`src/hdl/csl_pkg.sv`:
```
`default_nettype none
package csl_pkg;
  // clock and timing
  localparam int unsigned CLK_HZ          = 100_000_000;
  localparam int unsigned FLASH_HZ        = 2;
  localparam int unsigned FLASH_HALF_CYC  = CLK_HZ / (2 * FLASH_HZ);
  localparam int unsigned DEBOUNCE_MS     = 10;
  localparam int unsigned DEBOUNCE_CYC    = (CLK_HZ / 1000) * DEBOUNCE_MS;
  localparam int unsigned LINK_ACTIVITY_LAMP_HOLD_MS    = 50;
  localparam int unsigned LINK_ACTIVITY_LAMP_HOLD_CYC   = (CLK_HZ / 1000) * LINK_ACTIVITY_LAMP_HOLD_MS;
  localparam int unsigned CNT_W           = 26;

  // io widths
  localparam int unsigned NUM_IN          = 16;
  localparam int unsigned NUM_OUT         = 16;
  localparam int unsigned NUM_SW          = 3;

  // switch index
  localparam int unsigned SW_PORT_IDX     = 0;
  localparam int unsigned SW_USER_IDX     = 1;
  localparam int unsigned SW_BATT_IDX     = 2;

  // fixed framing
  localparam logic [3:0]  FIX_DATA_BITS   = 4'h7;
  localparam logic [1:0]  FIX_STOP_BITS   = 2'h2;
  localparam logic [1:0]  FIX_START_BITS  = 2'h1;
  localparam logic [15:0] FIX_BAUD        = 16'h2580;
  localparam logic [1:0]  PARITY_EVEN     = 2'h1;
  localparam int unsigned SETUP_WORDS     = 5;

  // register offsets
  localparam logic [7:0]  ADDR_CTRL       = 8'h00;
  localparam logic [7:0]  ADDR_STATUS     = 8'h04;
  localparam logic [7:0]  ADDR_IRQ_STAT   = 8'h08;
  localparam logic [7:0]  ADDR_IRQ_CLR    = 8'h0C;
  localparam logic [7:0]  ADDR_IRQ_EN     = 8'h10;
  localparam logic [7:0]  ADDR_SETUP0     = 8'h20;
  localparam logic [7:0]  ADDR_SETUP4     = 8'h30;

  // ctrl fields
  localparam int unsigned CTRL_NOCLK_BIT  = 0;
  localparam int unsigned CTRL_SETUPCLR_BIT = 1;
  localparam int unsigned CTRL_BATTEN_BIT = 2;
  localparam logic [31:0] CTRL_RESET      = 32'h0000_0000;

  // irq event bits
  localparam int unsigned EV_FATAL        = 0;
  localparam int unsigned EV_NONFATAL     = 1;
  localparam int unsigned EV_LOWBATT      = 2;
  localparam int unsigned EV_USERSW       = 3;
  localparam int unsigned NUM_EV          = 4;

  typedef enum logic [1:0] {
    MODE_EDIT,
    MODE_EXECUTE,
    MODE_OBSERVE
  } csl_mode_type;

  typedef struct packed {
    logic [15:0] baud;
    logic [3:0]  data_bits;
    logic [1:0]  stop_bits;
    logic [1:0]  start_bits;
    logic [1:0]  parity;
    logic        console_mode;
    logic        use_setup;
  } csl_port_cfg_type;

  typedef struct packed {
    logic power;
    logic execute;
    logic link_activity;
    logic fault;
    logic console_sel;
  } csl_lamps_type;
endpackage : csl_pkg
`default_nettype wire

```
`src/hdl/csl_flasher.sv`:
```
`default_nettype none
module csl_flasher
  import csl_pkg::*;
(
  // clock and reset
  input  wire logic mclk,
  input  wire logic nrst,
  // blink phase
  output logic      phase
);
  logic [CNT_W-1:0] cnt_reg, cnt_next;
  logic             phase_reg, phase_next;

  // slow square wave shared by every flashing lamp
  always_comb begin
    cnt_next   = cnt_reg + CNT_W'(1);
    phase_next = phase_reg;
    if (cnt_reg == CNT_W'(FLASH_HALF_CYC - 1)) begin
      cnt_next   = '0;
      phase_next = ~phase_reg;
    end
  end

  always_ff @(posedge mclk or negedge nrst) begin
    if (!nrst) begin
      cnt_reg   <= '0;
      phase_reg <= 1'b0;
    end else begin
      cnt_reg   <= cnt_next;
      phase_reg <= phase_next;
    end
  end

  assign phase = phase_reg;
endmodule : csl_flasher
`default_nettype wire

```
`src/hdl/csl_debounce.sv`:
```
`default_nettype none
module csl_debounce
  import csl_pkg::*;
#(
  parameter int unsigned STABLE_CYC = DEBOUNCE_CYC
)(
  // clock and reset
  input  wire logic mclk,
  input  wire logic nrst,
  // raw pin and clean level
  input  wire logic raw,
  output logic      clean
);
  logic             s1_reg, s2_reg;
  logic [CNT_W-1:0] cnt_reg, cnt_next;
  logic             clean_reg, clean_next;

  // count only while the synced level disagrees with the output
  always_comb begin
    cnt_next   = '0;
    clean_next = clean_reg;
    if (s2_reg != clean_reg) begin
      cnt_next = cnt_reg + CNT_W'(1);
      if (cnt_reg == CNT_W'(STABLE_CYC - 1)) begin
        clean_next = s2_reg;
        cnt_next   = '0;
      end
    end
  end

  always_ff @(posedge mclk or negedge nrst) begin
    if (!nrst) begin
      s1_reg    <= 1'b0;
      s2_reg    <= 1'b0;
      cnt_reg   <= '0;
      clean_reg <= 1'b0;
    end else begin
      s1_reg    <= raw;
      s2_reg    <= s1_reg;
      cnt_reg   <= cnt_next;
      clean_reg <= clean_next;
    end
  end

  assign clean = clean_reg;
endmodule : csl_debounce
`default_nettype wire

```
`src/hdl/csl_status_panel.sv`:
```
// Register access over APB and the register addresses were left to the implementer.
`default_nettype none
// Function
// - power lamp lit while supply present, dark otherwise.
// - execute lamp lit in execute or observe mode; off in edit or fatal.
// - link lamp flashes while port transfers data; off when idle.
// - fault lamp steady on fatal, flashing on non-fatal, off when normal.
// - on older revisions, console-select lamp lit when set for console.
// - input lamps follow live terminals, counter inputs included.
// - input lamps track while stopped; input memory bits not refreshed.
// - short interrupt pulses need not be stretched for the lamps.
// - output lamps follow outputs, updated at I/O refresh, pulse outputs too.
// - port switch off: serial parameters come from five setup words (only words 0 and 1 are read).
// - port switch on: fixed 1 start, 7 data, 2 stop, even, 9600.
// - attached console forces console mode on the peripheral port only, whatever the port switch.
// - user flag bit follows user switch in every mode.
// - low-battery errors reported only with detect switch forward.
// - no-clock units default detection off; setup clear enables it and flags error.
// - one connector serves peripheral and serial functions at once.
module csl_status_panel
  import csl_pkg::*;
#(
  parameter int unsigned DEB_CYC   = DEBOUNCE_CYC,
  parameter int unsigned HOLD_CYC  = LINK_ACTIVITY_LAMP_HOLD_CYC,
  parameter bit          OLD_REV   = 1'b1
)(
  // clock and reset
  input  wire logic                mclk,
  input  wire logic                nrst,
  // apb slave
  input  wire logic                psel,
  input  wire logic                penable,
  input  wire logic                pwrite,
  input  wire logic [7:0]          paddr,
  input  wire logic [31:0]         pwdata,
  output logic [31:0]              prdata,
  output logic                     pready,
  output logic                     pslverr,
  // controller state
  input  wire logic                supply_ok,
  input  wire csl_mode_type        mode,
  input  wire logic                fatal_err,
  input  wire logic                nonfatal_err,
  input  wire logic                periph_xfer,
  input  wire logic                serial_xfer,
  input  wire logic                console_attached,
  input  wire logic                batt_low,
  input  wire logic                io_refresh,
  input  wire logic [NUM_OUT-1:0]  out_terms,
  // panel pins
  input  wire logic [NUM_IN-1:0]   in_terms,
  input  wire logic [NUM_SW-1:0]   panel_sw,
  // panel lamps
  output csl_lamps_type            lamps,
  output logic [NUM_IN-1:0]        in_lamps,
  output logic [NUM_OUT-1:0]       out_lamps,
  // controller side results
  output logic [NUM_IN-1:0]        in_bits,
  output csl_port_cfg_type         periph_cfg,
  output csl_port_cfg_type         serial_cfg,
  output logic                     user_switch_flag_bit,
  output logic                     low_batt_error,
  output logic                     irq
);
  logic                 flash;
  logic [NUM_SW-1:0]    sw_clean;
  logic                 port_setting_switch;
  logic                 user_flag_switch;
  logic                 batt_detect_switch;

  logic [NUM_IN-1:0]    in_s1_reg, in_s2_reg;
  logic [NUM_IN-1:0]    in_bits_reg, in_bits_next;
  logic [NUM_OUT-1:0]   out_lamps_reg, out_lamps_next;
  logic [31:0]          ctrl_reg, ctrl_next;
  logic [31:0]          setup_reg [SETUP_WORDS];
  logic [31:0]          setup_next [SETUP_WORDS];
  logic [NUM_EV-1:0]    ev_stat_reg, ev_stat_next;
  logic [NUM_EV-1:0]    ev_en_reg, ev_en_next;
  logic [NUM_EV-1:0]    ev_raw;
  logic [NUM_EV-1:0]    ev_prev_reg;
  logic [31:0]          prdata_reg, prdata_next;
  logic [CNT_W-1:0]     hold_reg, hold_next;
  logic                 user_flag_reg, user_flag_next;
  logic                 low_batt_reg, low_batt_next;
  logic                 running;
  logic                 wr_en, rd_en;
  logic                 addr_ok;
  logic [SETUP_WORDS-1:0] setup_hit;
  csl_lamps_type        lamps_reg, lamps_next;
  csl_port_cfg_type     fixed_cfg, setup_cfg;

  csl_flasher u_flash (
    .mclk  (mclk),
    .nrst  (nrst),
    .phase (flash)
  );

  // one debouncer per panel switch
  genvar gi;
  generate
    for (gi = 0; gi < NUM_SW; gi++) begin : g_sw
      csl_debounce #(
        .STABLE_CYC (DEB_CYC)
      ) u_deb (
        .mclk  (mclk),
        .nrst  (nrst),
        .raw   (panel_sw[gi]),
        .clean (sw_clean[gi])
      );
    end
  endgenerate

  assign port_setting_switch = sw_clean[SW_PORT_IDX];
  assign user_flag_switch    = sw_clean[SW_USER_IDX];
  assign batt_detect_switch  = sw_clean[SW_BATT_IDX];

  // one address match per setup word
  generate
    for (gi = 0; gi < SETUP_WORDS; gi++) begin : g_setup
      assign setup_hit[gi] = (paddr == ADDR_SETUP0 + 8'(4 * gi));
    end
  endgenerate

  // apb: zero wait states, every access answered at once
  assign wr_en   = psel & penable & pwrite;
  assign rd_en   = psel & ~penable & ~pwrite;
  // only aligned mapped words answer cleanly, the rest take an error
  always_comb begin
    case (paddr)
      ADDR_CTRL, ADDR_STATUS, ADDR_IRQ_STAT, ADDR_IRQ_CLR, ADDR_IRQ_EN: addr_ok = 1'b1;
      default:                                                         addr_ok = |setup_hit;
    endcase
  end
  assign pready  = 1'b1;
  assign pslverr = psel & penable & ~addr_ok;
  assign prdata  = prdata_reg;

  assign running = (mode == MODE_EXECUTE) || (mode == MODE_OBSERVE);

  // events feeding the sticky status
  assign ev_raw[EV_FATAL]    = fatal_err;
  assign ev_raw[EV_NONFATAL] = nonfatal_err;
  assign ev_raw[EV_LOWBATT]  = low_batt_reg;
  assign ev_raw[EV_USERSW]   = user_flag_reg ^ user_flag_switch;

  always_comb begin
    fixed_cfg              = '0;
    fixed_cfg.baud         = FIX_BAUD;
    fixed_cfg.data_bits    = FIX_DATA_BITS;
    fixed_cfg.stop_bits    = FIX_STOP_BITS;
    fixed_cfg.start_bits   = FIX_START_BITS;
    fixed_cfg.parity       = PARITY_EVEN;
    // setup words carry framing in the low half of word 0, baud in word 1
    setup_cfg              = '0;
    setup_cfg.use_setup    = 1'b1;
    setup_cfg.baud         = setup_reg[1][15:0];
    setup_cfg.data_bits    = setup_reg[0][3:0];
    setup_cfg.stop_bits    = setup_reg[0][5:4];
    setup_cfg.start_bits   = setup_reg[0][7:6];
    setup_cfg.parity       = setup_reg[0][9:8];
  end

  always_comb begin
    // one shared source keeps both functions on the connector live together
    periph_cfg              = port_setting_switch ? fixed_cfg : setup_cfg;
    serial_cfg              = port_setting_switch ? fixed_cfg : setup_cfg;
    periph_cfg.console_mode = console_attached;
  end

  always_comb begin
    lamps_next               = '0;
    lamps_next.power         = supply_ok;
    lamps_next.execute       = running & ~fatal_err;
    if (periph_xfer || serial_xfer || (hold_reg != '0)) begin
      lamps_next.link_activity = flash;
    end
    if (fatal_err) begin
      lamps_next.fault = 1'b1;
    end else if (nonfatal_err) begin
      lamps_next.fault = flash;
    end
    lamps_next.console_sel   = OLD_REV & console_attached;

    // hold the link lamp briefly so a short burst is visible
    hold_next = '0;
    if (periph_xfer || serial_xfer) begin
      hold_next = CNT_W'(HOLD_CYC);
    end else if (hold_reg != '0) begin
      hold_next = hold_reg - CNT_W'(1);
    end

  end

  // io images and controller-side levels
  always_comb begin
    // input memory only refreshed while running; lamps ignore mode
    in_bits_next = in_bits_reg;
    if (running && io_refresh) begin
      in_bits_next = in_s2_reg;
    end

    out_lamps_next = out_lamps_reg;
    if (io_refresh) begin
      out_lamps_next = out_terms;
    end

    user_flag_next = user_flag_switch;

    // no-clock units leave detection off until enabled or setup cleared
    low_batt_next = batt_low & batt_detect_switch &
                    (~ctrl_reg[CTRL_NOCLK_BIT] | ctrl_reg[CTRL_BATTEN_BIT]);
  end

  // writes land in the access phase; read data is captured in the setup phase
  always_comb begin
    ctrl_next    = ctrl_reg;
    ev_en_next   = ev_en_reg;
    setup_next   = setup_reg;
    prdata_next  = prdata_reg;
    if (wr_en) begin
      case (paddr)
        ADDR_CTRL:    ctrl_next = pwdata;
        ADDR_IRQ_EN:  ev_en_next = pwdata[NUM_EV-1:0];
        default: begin
          for (int i = 0; i < SETUP_WORDS; i++) begin
            if (setup_hit[i]) begin
              setup_next[i] = pwdata;
            end
          end
        end
      endcase
    end
    // setup clear wipes the words and turns detection on
    if (ctrl_reg[CTRL_SETUPCLR_BIT]) begin
      for (int i = 0; i < SETUP_WORDS; i++) begin
        setup_next[i] = '0;
      end
      ctrl_next[CTRL_SETUPCLR_BIT] = 1'b0;
      ctrl_next[CTRL_BATTEN_BIT]   = 1'b1;
    end
    if (rd_en) begin
      prdata_next = 32'h0000_0000;
      case (paddr)
        ADDR_CTRL:     prdata_next = ctrl_reg;
        ADDR_STATUS:   prdata_next = {24'h00_0000, 1'b0, port_setting_switch, batt_detect_switch,
                                      user_flag_reg, low_batt_reg, lamps_reg.fault, lamps_reg.execute,
                                      lamps_reg.power};
        ADDR_IRQ_STAT: prdata_next = {28'h000_0000, ev_stat_reg};
        ADDR_IRQ_EN:   prdata_next = {28'h000_0000, ev_en_reg};
        default: begin
          for (int i = 0; i < SETUP_WORDS; i++) begin
            if (setup_hit[i]) begin
              prdata_next = setup_reg[i];
            end
          end
        end
      endcase
    end
  end

  // sticky status: a write clears, a rising event or a setup clear sets
  always_comb begin
    ev_stat_next = ev_stat_reg;
    if (wr_en && (paddr == ADDR_IRQ_CLR)) begin
      ev_stat_next = ev_stat_reg & ~pwdata[NUM_EV-1:0];
    end
    if (ctrl_reg[CTRL_SETUPCLR_BIT]) begin
      ev_stat_next[EV_LOWBATT] = 1'b1;
    end
    // applied last so that setting wins over a clear in the same cycle
    ev_stat_next = ev_stat_next | (ev_raw & ~ev_prev_reg);
  end

  // pin synchronisers and the io images
  always_ff @(posedge mclk or negedge nrst) begin
    if (!nrst) begin
      in_s1_reg     <= '0;
      in_s2_reg     <= '0;
      in_bits_reg   <= '0;
      out_lamps_reg <= '0;
    end else begin
      // live terminals, no pulse stretching on the lamp path
      in_s1_reg     <= in_terms;
      in_s2_reg     <= in_s1_reg;
      in_bits_reg   <= in_bits_next;
      out_lamps_reg <= out_lamps_next;
    end
  end

  // lamps and the levels reported to the controller
  always_ff @(posedge mclk or negedge nrst) begin
    if (!nrst) begin
      hold_reg      <= '0;
      user_flag_reg <= 1'b0;
      low_batt_reg  <= 1'b0;
      lamps_reg     <= '0;
    end else begin
      hold_reg      <= hold_next;
      user_flag_reg <= user_flag_next;
      low_batt_reg  <= low_batt_next;
      lamps_reg     <= lamps_next;
    end
  end

  // software registers; setup words come up cleared
  always_ff @(posedge mclk or negedge nrst) begin
    if (!nrst) begin
      ctrl_reg      <= CTRL_RESET;
      for (int i = 0; i < SETUP_WORDS; i++) begin
        setup_reg[i] <= '0;
      end
      ev_en_reg     <= '0;
      prdata_reg    <= '0;
    end else begin
      ctrl_reg      <= ctrl_next;
      setup_reg     <= setup_next;
      ev_en_reg     <= ev_en_next;
      prdata_reg    <= prdata_next;
    end
  end

  // event history kept together so each edge is counted exactly once
  always_ff @(posedge mclk or negedge nrst) begin
    if (!nrst) begin
      ev_stat_reg   <= '0;
      ev_prev_reg   <= '0;
    end else begin
      ev_stat_reg   <= ev_stat_next;
      ev_prev_reg   <= ev_raw;
    end
  end

  assign lamps                = lamps_reg;
  assign in_lamps             = in_s2_reg;
  assign out_lamps            = out_lamps_reg;
  assign in_bits              = in_bits_reg;
  assign user_switch_flag_bit = user_flag_reg;
  assign low_batt_error       = low_batt_reg;
  assign irq                  = |(ev_stat_reg & ev_en_reg);
endmodule : csl_status_panel
`default_nettype wire

```
`config.mk`:
```
export PLATFORM = sky130hd
export DESIGN_NAME = csl_status_panel
export DESIGN_NICKNAME = d
export VERILOG_FILES = /design/src/hdl/csl_pkg.sv /design/src/hdl/csl_flasher.sv /design/src/hdl/csl_debounce.sv /design/src/hdl/csl_status_panel.sv
export SDC_FILE = /design/constraint.sdc
export NUM_CORES = 1
export LEC_CHECK = 0
export BUFFER_PORTS_ARGS = -buffer_cell sky130_fd_sc_hd__clkbuf_2
export CORE_ASPECT_RATIO = 2
export CORE_MARGIN = 3
export CORE_UTILIZATION = 42
export CTS_BUF_LIST = sky130_fd_sc_hd__clkbuf_2
export DETAILED_ROUTE_END_ITERATION = 10
export PLACE_DENSITY_LB_ADDON = 0.3
export SYNTH_ARGS = -nofsm -noshare
export SYNTH_HDL_FRONTEND = slang
export SYNTH_HIERARCHICAL = 1
export SYNTH_SLANG_ARGS = --single-unit
```
`constraint.sdc`:
```
create_clock -name mclk -period 3.6 [get_ports mclk]
set_clock_uncertainty 0.15 [all_clocks]
set_input_delay 0.18 -clock mclk [delete_from_list [all_inputs] [get_ports mclk]]
set_output_delay 0.18 -clock mclk [all_outputs]
set_load 0.01 [all_outputs]
```
Yosys cells after proc, flatten, opt, wreduce, memory -nomap -nowiden
Index checks and enable logic that the tools add are counted.
- word-level logic and storage cells: 145
- register bits after elaboration: 447
- output and inout port bits: 146
- input bits: 90
- bitwise gates (word level): 22
- equality and inequality tests: 19
- reductions and logical operators: 29
- add/sub/neg operators: 5
- multiplexer cells: 33
- operators by type and width (operator ; count):
    160-bit two-way mux ; 3
    32-bit two-way mux ; 10
    26-bit two-way mux ; 9
    32-bit one-hot mux with 4 select lines ; 1
    26-bit by 1-bit adder with 26-bit output (second input constant) ; 4
    26-bit by 20-bit == test with 1-bit output (second input constant) ; 3
    8-bit by 6-bit == test with 1-bit output (second input constant) ; 5
    28-bit two-way mux ; 1
    26-bit by 25-bit == test with 1-bit output (second input constant) ; 1
    26-bit nonzero test ; 1
    26-bit by 1-bit subtractor with 26-bit output (second input constant) ; 1
    8-bit by 4-bit == test with 1-bit output (second input constant) ; 2
    3-bit AND reduction ; 5
    2-bit nonzero test ; 7
    4-bit AND ; 3
    2-bit AND reduction ; 6
    5-bit OR reduction ; 2
    1-bit AND ; 8
    8-bit by 3-bit == test with 1-bit output (second input constant) ; 1
    8-bit by 5-bit == test with 1-bit output (second input constant) ; 1
    8-bit zero test ; 1
    4-bit inverter ; 2
    3-bit two-way mux ; 2
    1-bit inverter ; 6
    14 further kinds ; 23

Depth between registers and ports, before layout
- depth after elaboration: 7
- depth in mapped cells: 8
- gate-level depth less buffers: 7

By module
Netlist, hierarchy kept.
- by module, submodules not included (module ; area an instance (um^2) ; times used ; cells an instance ; sequential area each (um^2)):
    csl_status_panel ; 14152.3 ; 1 ; 1303 ; 8333.0
    csl_debounce at g_sw[0].u_deb ... ; 1542.7 ; 2 ; 158 ; 725.7
    csl_debounce at g_sw[1].u_deb ; 1526.5 ; 1 ; 158 ; 725.7
    csl_flasher ; 1328.8 ; 1 ; 127 ; 675.6

Worst setup path before layout
No wires, ideal clock.
- kind: reg-to-reg
- start: reg hold_reg[12]
- end: reg hold_reg[24]
- buffers on the path: 2
- cell stages (with the launch flop): 8
- path slack: 1.000 ns
- clock period less this slack: 2.600 ns
- data arrival time: 2.384 ns
- data required time: 3.384 ns
- cell sequence: dfrtp_1 -> or4_4 -> or4b_1 -> buf_2 -> or2_1 -> buf_2 -> or4_1 -> nand2_1
- longest elaborated chain between the ends: 3
- RTL lines (what ; line ; source):
    start, declared ; csl_status_panel.sv:82 ; logic [CNT_W-1:0] hold_reg, hold_next;
    start signal, assigned ; csl_status_panel.sv:298 ; hold_reg <= hold_next;
    26-bit by 1-bit subtractor with 26-bit output or 26-bit nonzero test (tied branches) ; csl_status_panel.sv:189, csl_status_panel.sv:188 ;
    26-bit two-way mux * ; csl_status_panel.sv:188 ; end else if (hold_reg != '0) begin
    26-bit two-way mux * ; csl_status_panel.sv:186 ; if (periph_xfer || serial_xfer) begin
    via hold_next[24] ; csl_status_panel.sv:82 ;
The timed path passes the listed nets; every way through them passes the cells marked *.
A chain may end at the register's enable or synchronous reset.

Final worst setup path
- start: in paddr[4]
- end: out pslverr
- longest elaborated chain between the ends: 5
- RTL lines (what ; line ; source):
    start, declared ; csl_status_panel.sv:34 ; input wire logic [7:0] paddr,
    8-bit by 6-bit == test with 1-bit output, or another cell as far along ; csl_status_panel.sv:120 ; assign setup_hit[gi] = (paddr == ADDR_SETUP0 + 8'(4 * gi));
    5-bit OR reduction (on tied branches) ; csl_status_panel.sv:131, csl_status_panel.sv:129 ;
    1-bit two-way mux * ; csl_status_panel.sv:129 ; case (paddr)
    1-bit inverter * ; csl_status_panel.sv:135 ; assign pslverr = psel & penable & ~addr_ok;
    1-bit AND * ; csl_status_panel.sv:135 ;
    end, declared ; csl_status_panel.sv:38 ; output logic pslverr,
Mark *: on every way between the ends. The rest lies on a longest branch, timed or not.

==> qor.txt <==
Library cells used by synthesis = 71
Final core occ = 0.528
Max Slew Vio Count = 0
Clock share of power = 0.336
Placer Congestion = 0.900
Avg WL per Cell = 19.4 µm
Setup Viol. Count Final = 0
Ys Warns = 6
Postcts setup bufs = 0
Post-synth ARST share = 1.00
Die width = 161 µm
Syn Inst Count = 1904
Status = finished, final reports clean
R2R cell count = 7
P_int = 0.00666 W
Leading area contributor after synthesis = dfrtp_1
Remaining Overflow, GRT = 0
Synth top area share = 0.557
Clk buf depth = 3
Dpl cell area = 0.0217 mm²
Delay-heaviest family, CP = buffers and inverters
Chip height = 315 µm
Crit Path Max Fanout = 13
Area delta synth->final = 23.3%
Vias in the first global route = 17900
CP endpoint kind = output port
CTS buffer count = 100
PortBufs = 233
CTS tree = built
Max incr delay on CP = 0.64 ns
Post-synthesis register bit count = 447
CORE AREA = 0.0469 mm²
Origin of the worst min-delay path = in_terms[11]
Slew headroom = 0.224
Worst-Skew Late Latency = 1.10 ns
Worst EP arrival = 3.22 ns
CP required = 3.27 ns
Most frequent cells in the layout = 446 x dfrtp_1, 377 x clkbuf_2, 256 x nand2_1, 213 x o21ai_0, 212 x dlygate4sd3_1
Worst path slowest cell = dlygate4sd3_1
Crit-path cells = dlygate4sd3_1, clkbuf_2, or4b_1, dlygate4sd3_1, nor2_2, buf_4, nor4_1, clkbuf_2
Largest register FFs = 134
Worst Hold End = in_s1_reg[11]
Kind of critical path = in -> out
Syn_nets = 2002
Via count = 16700
Setup TNS = 0 ns
CP startpoint = paddr[4]
F_max = 0.282 GHz
Worst Hold Class = in -> reg
Sequential share of the synthesized area = 0.557
First-pass GRT wire length = 94100 µm
Detailed Place HPWL = 38900 µm
Initial Utilization = 0.428
Switching share of power = 0.281
Vias/cell = 5.47
Initial antenna violation count = 4
Layout cells sized above 1 = 0.233
Ys flop type = dfrtp_1
Worst path bufs/invs = 5
Worst Tran Pin Value = 1.16 ns
Peak supply drop = 0.000247 V
DRT Pass-1 Iters = 5
Time the worst path needs with I/O delays and setup = 3.55 ns
Cell Area, Synth = 0.0201 mm²
Worst Setup Start Kind = input pin
Reg2Reg Setup Slack = 0.17 ns
DRC = 0
NetSw = 0.00260 W
Reg-to-Reg End = hold_reg[20]
Avg Inst Size Synth = 10.6 µm²
H-tree depth = 3
Max-Cap Viols = 0
Core Rows = 112
RSZ-0062 raised after global routing = false
LEAKAGE = 11.2 nW
Worst r2r src = hold_reg[20]
Endpoints failing hold = 0
Final ANT Viol Nets = 0
Overall Power = 0.00926 W
Number of synthesized flops with an enable pin = 0
Drt total wl = 59300 µm
Design area = 0.0248 mm²
Ranking of synthesized cells by area = dfrtp_1 56%, o21ai_0 5.3%, nand2_1 4.8%
Combinational Power Share = 0.095
Worst hold stages = 3
Sink Count = 447
Starting DRT DRC Count = 1160
Reg clk slew, reported paths = 0.13 ns
I/O pin cnt = 236
Die ar. = 0.0507 mm²
GRT Total Usage = 0.234
Fin nets = 2448
Commonest non-fill, non-tap cell in the layout = dfrtp_1
Flop pwr share = 0.569
Power per cell area = 374 mW/mm²
Largest net degree at the start of global routing = 107
Period utilisation layout = 0.985
CTS Root Cell = clkbuf_2
worst max path at each step:
stage / slack, ns / cells past startpoint / end
6_report: 0.05 / 8 / pslverr
5_1_grt: 0.03 / 7 / hold_reg[20]
4_1_cts: 0.06 / 8 / pslverr
3_5_place_dp: 0.70 / 5 / hold_reg[10]
3_3_place_gp: 0.79 / 5 / hold_reg[13]
2_1_floorplan: 1.00 / 7 / hold_reg[24]
cell usage after synthesis (7+ instances only):
cell type	count
a21oi_1	64
a221oi_1	10
a22oi_1	14
and4_1	21
buf_1	9
buf_2	12
buf_4	30
buf_6	10
clkbuf_1	75
dfrtp_1	447
ha_1	8
inv_1	24
mux2_2	73
mux2i_1	17
mux4_2	13
nand2_1	257
nand2b_1	34
nand3_1	79
nand4_1	40
nand4b_1	7
nor2_1	99
nor2b_1	17
nor3_1	30
nor4_1	31
o211a_1	15
o211ai_1	30
o21ai_0	213
o21ai_1	7
or2_2	13
or3_1	29
or4_1	10
xnor2_1	41
xor2_1	38
cells by family after synthesis:
| family | after synthesis | share of synthesized area |
|---|---|---|
| AO/OA/AOI/OAI | 386 | 0.113 |
| XOR/XNOR | 79 | 0.0344 |
| adder cells (fa/ha/maj) | 9 | 0.00548 |
| buffers and inverters | 161 | 0.0402 |
| flip-flops | 447 | 0.557 |
| multiplexers | 103 | 0.0640 |
| other | 2 | 0.000374 |
| AND/OR/NAND/NOR | 717 | 0.186 |
area by class of cell:
class	count	area [µm²]
inverters	24	90.1
well taps	627	785
flip-flops and latches	447	11200
fillers	4159	22200
clock buffers	146	731
clock inverters	27	126
multi-input cells	1296	8200
repair buffers	481	3640
diodes	3	7.51
per-layer routing:
metal	up-vias	GRT usage	routed length (µm)
li1	7670	-	-
met3	208	0.0413	2790
met5	-	0	7
met1	8293	0.243	21100
met4	2	0.143	3400
met2	509	0.435	31900
per-stage QoR:
stage               worst slack, ns  std cells  hold slack (ns)
floorplan                      1.00       1904           -0.266
global placement              0.792       2662           0.0263
detailed placement            0.704       2662           0.0326
CTS                          0.0649       3048          0.00571
global route                 0.0308       3050           0.0664
finish                       0.0548       3051            0.134
what timing repair did:
action	in CTS	in global routing
endpoints found under the setup margin	0	3
hold buffers	213	0
endpoints found under the hold margin	764	0
gates resized for setup	0	2
worst reg2reg max path, stage by stage, from the launching register on:
cell           delay, ns
dfrtp_1             0.40
or4_1               0.62
or4_1               0.50
or3_4               0.39
nand2_1             0.08
dlygate4sd3_1       0.56
o22ai_1             0.07
dlygate4sd3_1       0.55
power by group through the flow:
stage          logic, W  clock network, W  registers (W)
6_report       0.000878           0.00311        0.00527
4_1_cts        0.000874           0.00323        0.00527
5_1_grt        0.000955           0.00350        0.00529
3_5_place_dp   0.000689                 0        0.00537
3_3_place_gp   0.000673                 0        0.00536
2_1_floorplan  0.000293                 0        0.00538
Note: power is estimated with default switching activity, not from simulation.
